## config.mk

```make
export PLATFORM = sky130hd
export DESIGN_NAME = alert_status_ch0_3
export DESIGN_NICKNAME = d
export VERILOG_FILES = /design/src/alert_status_pkg.sv /design/src/limit_compare.sv /design/src/alert_status_ch0_3.sv
export VERILOG_INCLUDE_DIRS = /design/src /design/src/src
export SDC_FILE = /design/constraint.sdc
export NUM_CORES = 1
export LEC_CHECK = 0
export ABC_CLOCK_PERIOD_IN_PS = 2500
export BUFFER_PORTS_ARGS = -buffer_cell sky130_fd_sc_hd__buf_2
export CAP_MARGIN = 10
export CORE_MARGIN = 2
export CORE_UTILIZATION = 45
export DETAILED_ROUTE_END_ITERATION = 10
export PLACE_DENSITY = 0.79
export RECOVER_POWER = 25
export SYNTH_ARGS = -nofsm -noshare
export SYNTH_HDL_FRONTEND = slang
export SYNTH_SLANG_ARGS = --single-unit
```

## constraint.sdc

```tcl
create_clock -name clk_sys -period 2.5 [get_ports clk_sys]
set_input_delay 0.25 -clock clk_sys [delete_from_list [all_inputs] [get_ports clk_sys]]
set_output_delay 0.25 -clock clk_sys [all_outputs]
set_load 0.005 [all_outputs]
```

## src/alert_status_defines.svh

```systemverilog
// Offsets, field positions and reset values for the channel 0-3 alert status register
`ifndef ALERT_STATUS_DEFINES_SVH
`define ALERT_STATUS_DEFINES_SVH

`define ALERT_STATUS_ADDR   16'h0015
`define ALERT_FLAGS_RESET   8'h00
`define ALERT_LO_BIT_OFS    1
`define ALERT_HI_BIT_OFS    0
`define DEV_STATUS_SUM_BIT  3

`endif

```

## src/alert_status_pkg.sv

```systemverilog
// Types shared by the alert status register and its limit comparator
`default_nettype none
package alert_status_pkg;

  // One conversion result as it leaves the converter core
  typedef struct packed {
    logic        valid;
    logic [2:0]  channel;
    logic [15:0] result;
  } conv_t;

  // Per-channel programmed limits and hysteresis band width
  typedef struct packed {
    logic [15:0] upper;
    logic [15:0] lower;
    logic [15:0] band;
  } limits_t;

  // Comparator verdicts for one result
  typedef struct packed {
    logic hi_hit;
    logic lo_hit;
    logic hi_release;
    logic lo_release;
  } verdict_t;

  // Register read request from the serial register interface
  typedef struct packed {
    logic        rd_en;
    logic [15:0] addr;
  } reg_rd_t;

  // Whole state of the alert status block
  typedef struct packed {
    logic [7:0] flags;
    logic [7:0] rd_data;
    logic       rd_valid;
    logic       summary;
  } alert_state_t;

endpackage
`default_nettype wire

```

## src/limit_compare.sv

```systemverilog
// Threshold and hysteresis comparisons for a single conversion result
`default_nettype none
module limit_compare (
  input  wire  logic [15:0]                result,
  input  wire  alert_status_pkg::limits_t  limits,
  output var   alert_status_pkg::verdict_t verdict
);
  import alert_status_pkg::*;

  // Zero-extend so that limit plus band cannot wrap
  function automatic logic [16:0] widen(input logic [15:0] v);
    widen = {1'b0, v};
  endfunction

  // Hit on equality too; release only strictly beyond the band
  always_comb begin
    verdict.hi_hit     = result >= limits.upper;
    verdict.lo_hit     = result <= limits.lower;
    verdict.hi_release = (widen(result) + widen(limits.band)) < widen(limits.upper);
    verdict.lo_release = widen(result) > (widen(limits.lower) + widen(limits.band));
  end

endmodule
`default_nettype wire

```

## src/alert_status_ch0_3.sv

```systemverilog
// Upper and lower alert status flags for channels 0 to 3, cleared on read
`include "alert_status_defines.svh"
`default_nettype none
module alert_status_ch0_3 (
  input  wire  logic                            clk_sys,
  input  wire  logic                            reset,
  input  wire  alert_status_pkg::conv_t         conv,
  input  wire  alert_status_pkg::limits_t [3:0] ch_limits,
  input  wire  logic [3:0]                      detect_en,
  input  wire  logic                            alert_mode,
  input  wire  logic [7:0]                      ch4_7_flags,
  input  wire  alert_status_pkg::reg_rd_t       reg_rd,
  output logic [7:0]                            rd_data_q,
  output logic                                  rd_valid_q,
  output logic [7:0]                            alert_flags_q,
  output logic                                  any_limit_summary_bit_q
);
  import alert_status_pkg::*;

  alert_state_t st_q;
  alert_state_t st_d;
  verdict_t     verdict;
  logic [1:0]   sel;
  logic         take;
  logic         rd_hit;
  logic [7:0]   set_v;
  logic [7:0]   rel_v;
  logic [7:0]   clr_v;

  // Flag position of a channel's lower or upper indicator
  function automatic logic [2:0] flag_pos(input logic [1:0] ch, input logic lower);
    flag_pos = {ch, lower};
  endfunction

  // Channel field of the result selects which limits apply
  assign sel    = conv.channel[1:0];
  assign rd_hit = reg_rd.rd_en && (reg_rd.addr == `ALERT_STATUS_ADDR);
  // Results for channels 4-7 belong to the second status register
  assign take   = conv.valid && !conv.channel[2] && detect_en[sel];

  // One comparator serves all four channels: at most one result arrives per cycle
  limit_compare limit_compare_i (
    .result  (conv.result),
    .limits  (ch_limits[sel]),
    .verdict (verdict)
  );

  // Next state: clears first, then sets, so a fresh alert always survives
  always_comb begin
    st_d          = st_q;
    st_d.rd_valid = 1'b0;
    set_v         = '0;
    rel_v         = '0;
    clr_v         = '0;
    if (take) begin
      set_v[flag_pos(sel, 1'b1)] = verdict.lo_hit;
      set_v[flag_pos(sel, 1'b0)] = verdict.hi_hit;
      if (alert_mode) begin
        rel_v[flag_pos(sel, 1'b1)] = verdict.lo_release;
        rel_v[flag_pos(sel, 1'b0)] = verdict.hi_release;
      end
    end
    clr_v = rel_v;
    // A read captures the old flags and wipes them in the same edge
    if (rd_hit) begin
      st_d.rd_data  = st_q.flags;
      st_d.rd_valid = 1'b1;
      clr_v         = 8'hff;
    end
    st_d.flags   = (st_q.flags & ~clr_v) | set_v;
    // Not sticky: follows the flags, so it drops as soon as they clear
    st_d.summary = (|st_d.flags) || (|ch4_7_flags);
  end

  // Single state register, constants only under reset
  // Fields are cleared one by one so that none is forgotten when the state grows
  always_ff @(posedge clk_sys or posedge reset) begin
    if (reset) begin
      st_q.flags    <= `ALERT_FLAGS_RESET;
      st_q.rd_data  <= 8'h00;
      st_q.rd_valid <= 1'b0;
      st_q.summary  <= 1'b0;
    end else begin
      st_q <= st_d;
    end
  end

  // Outputs straight from the state flops
  assign rd_data_q               = st_q.rd_data;
  assign rd_valid_q              = st_q.rd_valid;
  assign alert_flags_q           = st_q.flags;
  assign any_limit_summary_bit_q = st_q.summary;

  // Checks on the flag behaviour
  logic [2:0] lo_pos;
  logic [2:0] hi_pos;
  assign lo_pos = flag_pos(sel, 1'b1);
  assign hi_pos = flag_pos(sel, 1'b0);
  // Both flag bits of the channel that the current result belongs to
  logic [7:0] ch_mask;
  assign ch_mask = 8'h03 << {sel, 1'b0};
endmodule
`default_nettype wire

```

# ---- After elaboration in Yosys (flattened, before gate mapping)
# Index checks and enable logic that the tools add are counted.
dict set report word_totals {
  latchBits 0
  reg_bits 18
  romBits 0
  output_inout_bits 18
  n_memories 0
  ramBits 0
  inputBits 244
}
dict set report classes {
  n_reduce_logical 9
  n_eq_ne 1
  shifts 0
  muxes 15
  n_mul 0
  bitwise_logic 5
  n_lt_le_gt_ge 9
  add_sub_neg 2
  div_mod_pow 0
}
# operator n
set op_table {}
lappend op_table {{$bmux W48 S2} 1}
lappend op_table {{$mux W48} 1}
lappend op_table {{$add A16 B16 Y17} 2}
lappend op_table {{$mux W8} 4}
lappend op_table {{$and A8 B8 Y8} 3}
lappend op_table {{$gt A16 B17 Y1} 1}
lappend op_table {{$lt A17 B16 Y1} 1}
lappend op_table {{$bwmux W8} 2}
lappend op_table {{$eq A16 B5 Y1 const B} 1}
lappend op_table {{$ge A16 B16 Y1} 1}
lappend op_table {{$le A16 B16 Y1} 1}
lappend op_table {{$reduce_or A8 Y1} 2}
lappend op_table {{$lt A3 B4 Y1 const B} 2}
lappend op_table {{$not A8 Y8} 1}
lappend op_table {{$or A8 B8 Y8} 1}
lappend op_table {{$ge A3 B1 Y1 const B} 2}
lappend op_table {{$logic_and A1 B1 Y1} 5}
lappend op_table {{$demux W1 S2} 2}
lappend op_table {{$mux W1} 4}
lappend op_table {{$lt A2 B3 Y1 const B} 1}
lappend op_table {{$bmux W1 S2} 1}
lappend op_table {{$logic_not A1 Y1} 1}
lappend op_table {{$logic_or A1 B1 Y1} 1}

# ---- Logic depth before layout (Yosys ltp)
# Gate-level depths: netlist (run 1).
dict set report logic_depth {
  ltp_word 14
  depth_mapped 23
  depth_no_buf 20
}

# ---- Modules after synthesis
# A second synthesis (run 1) with hierarchy kept.
dict set report unflattened {
  hier_cells 517
  area_unflattened_um2 4947.2
}
# mod area_per_inst_um2 n_inst cells_per_inst
set by_module_without_submodules {}
lappend by_module_without_submodules {limit_compare 2860.2 1 365}
lappend by_module_without_submodules {alert_status_ch0_3 2087.0 1 152}

# ---- Worst setup path after synthesis (run 1)
# Ideal clock, no wire load.
dict set report synth_path {
  path_type {input port to flip-flop}
  startpoint {in conv[16] in the netlist's numbering}
  endpoint {reg st_q (netlist bit any_limit_summary_bit_q)}
  setup_slack_ns -2.459
  path_stages 21
  arrival_time_ns 4.826
  required_time_ns 2.367
  setup_ns 0.133
  n_path_buf 2
  path_cell_list {buf_2 -> buf_1 -> mux4_2 -> ha_1 -> fa_1 -> a21o_1 -> a221oi_2 -> a21oi_2 -> a211oi_4 -> o21ai_0 -> a21oi_1 -> xnor2_1 -> ha_1 -> o21a_1 -> o21ai_0 -> a311oi_1 -> nor2_1 -> o211ai_2 -> o211ai_1 -> nor4bb_1 -> nand3_1}
}
# item line_no
set synth_lines {}
lappend synth_lines {{start, declared} alert_status_ch0_3.sv:7} ;# input wire alert_status_pkg::conv_t conv,
lappend synth_lines {{end signal, assigned} alert_status_ch0_3.sv:84} ;# st_q <= st_d;
lappend synth_lines {{end, declared} alert_status_ch0_3.sv:20} ;# alert_state_t st_q;

==> flow_summary_export.csv, run 1 <==
group,metric,value,unit
cts,worst_setup_hold_path_clk_slew,70,ps
setup_path,startpoint_type_of_the_worst_setup_path,"primary input",
drt,number_of_drc_violations_after_detailed_routing,0,
final_layout,drive_above_1_share,53.8,%
global_routing,largest_net_degree_at_the_start_of_global_routing,19,
timing,slew_violations,0,
yosys,post_synth.cell_area_avg,9.18,µm²
timing,max_freq,227,MHz
cts,cts_max_level,1,
global_routing,grt_first_pass_wirelength,28.2,mm
die,ios,262,
cts,cts_inserted_buffers,3,
final_layout,nFillCells,810,
setup_path,worstPathMaxFanout,5,
yosys,synth-seq-cells,18,
cts,holdBufCountCts,0,
drt,route.vias.total,5891,
yosys,synth_cell_types,59,
placed_design,post-place-ws,-2240,ps
setup_path,critical_setup_path_class,"primary input to flip-flop",
drt,postRouteWirelength,18.3,mm
setup_path,critical_path_required,2630,ps
final_layout,multi_input_area,0.00437,mm²
timing,post-route-period-util,176,%
drt,drt_pass1_iterations,5,
final_layout,n_antenna_cell,0,
timing,setup-violations-final,9,
yosys,synth_enable_flop_cells,0,
timing,timing.max_slew.rel_slack,54.1,%
power_and_ir_drop,total_power_of_the_final_layout,3.08,mW
setup_path,cp-end-kind,"flip-flop",
yosys,synthesized_nets,868,
cts,tritoncts_sink_count,18,
yosys,ys_warn_count,0,
placed_design,routabilityCongestion,0.908,
final_layout,finish.net_count,1246,
timing,timing_hold_violations_final,0,
yosys,seq_area_frac_synth,9.31,%
min_path,worstHoldPathType,"primary input to asynchronous set/reset pin",
final_layout,areaGrowthSynthToFinish,55.7,%
cts,cts_root_buf,"sky130_fd_sc_hd__clkbuf_8",
drt,antenna_violating_nets_post_route,0,
timing,rsz0062_at_grt,"yes",
global_routing,global_route.overflow_total,0,
power_and_ir_drop,peakVddDrop,0.000246,V
cts,worst_skew_pair.late_latency,260,ps
flow_run,maxCapViolations,0,
status,result_of_the_run,"complete, but fails checks",
cts,tritoncts,"built",
drt,vias_per_cell,5.66,
global_routing,grt_util_all_layers,30.1,%
global_routing,antenna_found_initial,0,
placed_design,placedCellCount,1019,
timing,worst_slack,-1900,ps
global_routing,first_global_vias,6172,
placed_design,detailed_placement_wirelength_estimate,15.5,mm
die,std_cell_rows,37,
die,die_width,108,µm
final_layout,final_cell_area,0.00753,mm²
status,failed_checks,"negative setup slack",
final_layout,ff_latch_area,450,µm²
timing,fin_crit,4400,ps
timing,pin_slew_with_the_least_headroom_to_its_limit,688,ps
power_and_ir_drop,cellPowerDensity,408,mW/mm²
final_layout,final_cells,1040,
drt,dr.first_iter.drc_count,424,
yosys,synthArstFlopShare,100,%
cts,cts_buffer_depth,2,
die,design.core.area,0.0104,mm²
die,floorplan.die_area,0.0116,mm²
yosys,dominantRegCellSynth,"sky130_fd_sc_hd__dfrtp_1",
placed_design,postPlaceCellArea,0.00718,mm²
yosys,synth_cells,527,
drt,routedWlPerCell,17.6,µm
timing,clock_skew,1.71,ps
power_and_ir_drop,cellLeakagePower,3.93,nW
die,floorplan.initialDensity,46.7,%
yosys,mappedNetlistArea,0.00484,mm²
setup_path,cp.arrival,4530,ps
die,floorplan.die.height,108,µm
placed_design,port_buffers,261,
## where the power goes
part | switching [mW] | internal (mW)
Combinational | 1.18 | 1.28
Sequential | 0.0431 | 0.329
Clock | 0.102 | 0.140
## what timing repair did
| item | CTS | global route |
|---|---|---|
| resized for setup | 18 | 16 |
| setup endpoints to repair | 9 | 9 |
| pin swaps | 33 | 24 |
| gates cloned | 1 | 0 |
| buffers inserted | 11 | 5 |
## kinds of logic after synthesis
| group | after synthesis | share of synthesized area (%) |
|---|---|---|
| adders and majority gates | 97 | 25.4 |
| buffers and inverters | 58 | 4.63 |
| DFF | 18 | 9.31 |
| and+or+nand+nor | 157 | 16.4 |
| xor gates and xnor gates | 22 | 3.98 |
| muxes | 48 | 22.3 |
| AOI/OAI and AO/OA | 127 | 17.9 |
## path summary, 6_finish.rpt
| path | cells after the start | slack (ps) | from | to |
|---|---|---|---|---|
| setup / recovery | 21 | -1900 | conv[16] | any_limit_summary_bit_q |
| hold / removal | 2 | 90 | reset | rd_data_q[4] |
| setup reg to reg | 4 | 1380 | alert_flags_q[2] | any_limit_summary_bit_q |
| hold reg to reg | 2 | 460 | rd_data_q[2] | rd_data_q[2] |
| max in group asynchronous | 2 | 1980 | reset | alert_flags_q[2] |
| min in group clk_sys | 5 | 390 | ch4_7_flags[7] | any_limit_summary_bit_q |
## per-stage QoR
| stage | hold slack, ps | TNS [ps] | util (%) |
|---|---|---|---|
| floorplan | 189 | -14520 | - |
| global placement | 358 | -16380 | 69.2 |
| finish | 89.3 | -14310 | 72.7 |
| global route | 147 | -15580 | 72.7 |
| detailed placement | 380 | -17670 | 69.2 |
| CTS | 105 | -14190 | 71.6 |
## worst max-delay path, stage by stage
cell and delay (ps):
sky130_fd_sc_hd__buf_12 90, sky130_fd_sc_hd__mux4_2 540, sky130_fd_sc_hd__ha_4 190, sky130_fd_sc_hd__fa_2 340, sky130_fd_sc_hd__a21o_1 220, sky130_fd_sc_hd__a221oi_4 380, sky130_fd_sc_hd__a21oi_4 120, sky130_fd_sc_hd__a211oi_4 330
sky130_fd_sc_hd__o21ai_2 100, sky130_fd_sc_hd__a21oi_2 150, sky130_fd_sc_hd__xnor2_1 140, sky130_fd_sc_hd__ha_1 280, sky130_fd_sc_hd__o21a_1 130, sky130_fd_sc_hd__o21ai_2 160, sky130_fd_sc_hd__a311oi_2 60, sky130_fd_sc_hd__nor2_1 150
sky130_fd_sc_hd__o211ai_2 190, sky130_fd_sc_hd__o211ai_1 280, sky130_fd_sc_hd__o21ai_2 130, sky130_fd_sc_hd__nor4_2 180, sky130_fd_sc_hd__nand3_1 120
## state kept, by name, summed over array words and instances (netlist names)
register,flops
alert_flags_q,8
rd_data_q,8
any_limit_summary_bit_q,1
rd_valid_q,1
## placed cells by master, fill, tap and decap left out, drive strengths merged, types with 4 or more instances in the layout
cell    count
a211oi      9
a21o       10
a21oi      35
a31oi       6
and3        8
buf       387
clkbuf      4
dfrtp      18
ha         95
inv        44
mux4       48
nand2      49
nand2b      6
nand3      13
nand4      10
nor2       33
nor2b       8
nor3        9
nor4        7
o211ai      7
o21a        6
o21ai      33
o21bai      4
xnor2      13
xor2        9
## layer usage
| layer | vias up | wire, µm | track usage, % |
|---|---|---|---|
| met2 | 283 | 9490 | 57.1 |
| met3 | 47 | 1270 | 3.81 |
| met1 | 2774 | 7070 | 36.0 |
| met4 | 0 | 435 | 6.59 |
| met5 | - | 0 | 0 |
| li1 | 2787 | - | - |
## synthesized netlist by cell type (all sizes together) (10+ instances only)
master	count	area, µm²
a21oi	35	183
nor2	33	140
dfrtp	18	450
nand3	13	65.1
ha	95	1190
inv	44	165
xnor2	13	114
nand4	10	62.6
o21ai	33	173
a21o	10	76.3
mux4	48	1080
nand2	49	184
## cell type report
cell class                      instances  area share (%)
Multi-Input combinational cell        451            58.1
Timing Repair Buffer                  387            30.8
Sequential cell                        18            5.98
Tap cell                              136            2.26
Inverter                               44            2.19
Clock buffer                            4           0.731
Note: power is estimated with default switching activity, not from simulation.
==> run 2, diff against run 1 <==
--- a/config.mk
+++ b/config.mk
@@ -9,7 +9,7 @@
 export ABC_CLOCK_PERIOD_IN_PS = 2500
 export BUFFER_PORTS_ARGS = -buffer_cell sky130_fd_sc_hd__buf_2
 export CAP_MARGIN = 10
-export CORE_MARGIN = 2
+export CORE_MARGIN = 3
 export CORE_UTILIZATION = 45
 export DETAILED_ROUTE_END_ITERATION = 10
 export PLACE_DENSITY = 0.79
==> flow_summary_export.csv, run 2 (synthesis results as in run 1) <==
group,metric,value,unit
status,result_of_the_run,"complete, but fails checks",
status,failed_checks,"negative setup slack",
cts,cts_buffer_depth,2,
setup_path,worst_setup_path_startpoint,"conv[16]",
timing,timing_hold_violations_final,0,
die,design.core.area,0.0104,mm²
global_routing,global_route.usage.met3,4.76,%
final_layout,multi_input_area,0.00445,mm²
power_and_ir_drop,total_power_of_the_final_layout,3.17,mW
final_layout,mostFrequentLayoutCell,"sky130_fd_sc_hd__buf_2",
final_layout,n_antenna_cell,0,
power_and_ir_drop,peakVddDrop,0.000257,V
die,floorplan.die.height,110,µm
global_routing,largest_net_degree_at_the_start_of_global_routing,21,
global_routing,grt_first_pass_wirelength,27.8,mm
global_routing,first_global_vias,6174,
placed_design,post-place-ws,-2230,ps
setup_path,r2r-start,"alert_flags_q[0]",
cts,cts_inserted_buffers,3,
global_routing,grtUsageMet1,33.1,%
cts,tritoncts,"built",
drt,antenna_violating_nets_post_route,0,
placed_design,routabilityCongestion,0.970,
final_layout,nFillCells,781,
setup_path,cp-end-kind,"flip-flop",
cts,cts_root_buf,"sky130_fd_sc_hd__clkbuf_8",
die,die_width,110,µm
timing,clock_skew,2.80,ps
setup_path,cp.arrival,4480,ps
timing,final.setup.tns,-13870,ps
placed_design,detailed_placement_wirelength_estimate,15.7,mm
die,std_cell_rows,37,
setup_path,critical_path_required,2620,ps
timing,finalHoldWorstSlack,75.0,ps
drt,drt_pass1_iterations,5,
die,ios,262,
setup_path,critical_setup_path_class,"primary input to flip-flop",
cts,worst_setup_hold_path_clk_slew,60,ps
drt,routedWlPerCell,17.5,µm
global_routing,global_route.overflow_total,0,
global_routing,grt.busiest_layer,"met2",
setup_path,worstPathMaxFanout,5,
drt,dr.first_iter.drc_count,292,
power_and_ir_drop,cellLeakagePower,3.96,nW
drt,route.vias.total,5880,
cts,tritoncts_sink_count,18,
drt,number_of_drc_violations_after_detailed_routing,0,
timing,pin_slew_with_the_least_headroom_to_its_limit,654,ps
cts,holdBufCountCts,0,
setup_path,startpoint_type_of_the_worst_setup_path,"primary input",
flow_run,maxCapViolations,0,
timing,max_freq,229,MHz
die,floorplan.initialDensity,46.7,%
power_and_ir_drop,cellPowerDensity,414,mW/mm²
final_layout,ff_latch_area,450,µm²
cts,worst_skew_pair.late_latency,260,ps
placed_design,postPlaceCellArea,0.00719,mm²
global_routing,grt_util_all_layers,29.1,%
timing,setup-violations-final,9,
timing,worst_slack,-1860,ps
final_layout,final_cell_area,0.00766,mm²
setup_path,r2r_slack,1350,ps
final_layout,final_cells,1043,
timing,post-route-period-util,174,%
timing,rsz0062_at_grt,"yes",
cts,cts_max_level,1,
final_layout,postLayoutCoreUtil,73.9,%
placed_design,port_buffers,261,
setup_path,r2r_end,"any_limit_summary_bit_q",
timing,timing.max_slew.rel_slack,56.3,%
timing,fin_crit,4360,ps
setup_path,setup.worst_path.end,"any_limit_summary_bit_q",
final_layout,areaGrowthSynthToFinish,58.4,%
final_layout,most_frequent_cells_in_the_layout,"sky130_fd_sc_hd__buf_2 (260), sky130_fd_sc_hd__buf_4 (121), sky130_fd_sc_hd__ha_1 (87)",
global_routing,grtUsageMet2,54.5,%
placed_design,placedCellCount,1022,
final_layout,drive_above_1_share,54.9,%
drt,vias_per_cell,5.64,
min_path,worstHoldPathType,"primary input to asynchronous set/reset pin",
final_layout,finish.net_count,1249,
die,floorplan.die_area,0.0120,mm²
drt,postRouteWirelength,18.2,mm
global_routing,antenna_found_initial,0,
setup_path,worst_reg2reg_path_depth,4,
timing,slew_violations,0,
## run 2: how the worst min path moves through the flow
stage | end | slack, ps | depth (start not counted)
2_1_floorplan | alert_flags_q[0] | 190 | 1
3_3_place_gp | rd_data_q[4] | 360 | 2
3_5_place_dp | rd_data_q[6] | 370 | 2
4_1_cts | rd_data_q[6] | 90 | 2
5_1_grt | rd_data_q[6] | 130 | 2
6_report | rd_data_q[4] | 80 | 2
## run 2: worst max-delay path, cell delays in order
cell,delay [ps]
sky130_fd_sc_hd__buf_12,100
sky130_fd_sc_hd__mux4_2,550
sky130_fd_sc_hd__buf_4,170
sky130_fd_sc_hd__ha_4,200
sky130_fd_sc_hd__a21oi_2,150
sky130_fd_sc_hd__o21ai_2,100
sky130_fd_sc_hd__o41ai_4,290
sky130_fd_sc_hd__o21ai_2,140
sky130_fd_sc_hd__o41ai_2,220
sky130_fd_sc_hd__buf_4,170
sky130_fd_sc_hd__buf_4,110
sky130_fd_sc_hd__nor2b_1,40
sky130_fd_sc_hd__o21ai_0,250
sky130_fd_sc_hd__a21o_1,170
sky130_fd_sc_hd__ha_1,240
sky130_fd_sc_hd__nand3_2,120
sky130_fd_sc_hd__nor2_4,40
sky130_fd_sc_hd__a32oi_1,170
sky130_fd_sc_hd__nand3b_1,140
sky130_fd_sc_hd__a211oi_4,270
sky130_fd_sc_hd__buf_12,160
sky130_fd_sc_hd__a21oi_4,60
sky130_fd_sc_hd__nor4_2,240
sky130_fd_sc_hd__nand3_1,110
## run 2: per-layer routing
metal	wire length, µm	share of wire (%)
met1	6800	37
met2	9430	52
met3	1400	7.7
met4	606	3.3
met5	0	0
## run 2: cell type report
class | count | share of cell area, %
Clock buffer | 4 | 0.718
Inverter | 44 | 2.16
Multi-Input combinational cell | 451 | 58.1
Sequential cell | 18 | 5.88
Tap cell | 136 | 2.22
Timing Repair Buffer | 390 | 30.9
## run 2: report_power, final
part	internal, mW	total [mW]	leakage [nW]	switching (mW)
Clock	0.140	0.238	0.0288	0.0975
Sequential	0.329	0.369	0.222	0.0397
Combinational	1.35	2.57	3.71	1.22
Total	1.82	3.17	3.96	1.35
## run 2: repair_timing
item / CTS / global route
pin swaps: 26 / 33
resized for setup: 23 / 25
setup buffers: 9 / 8
cloned: 1 / 0
endpoints found under the setup margin: 9 / 9
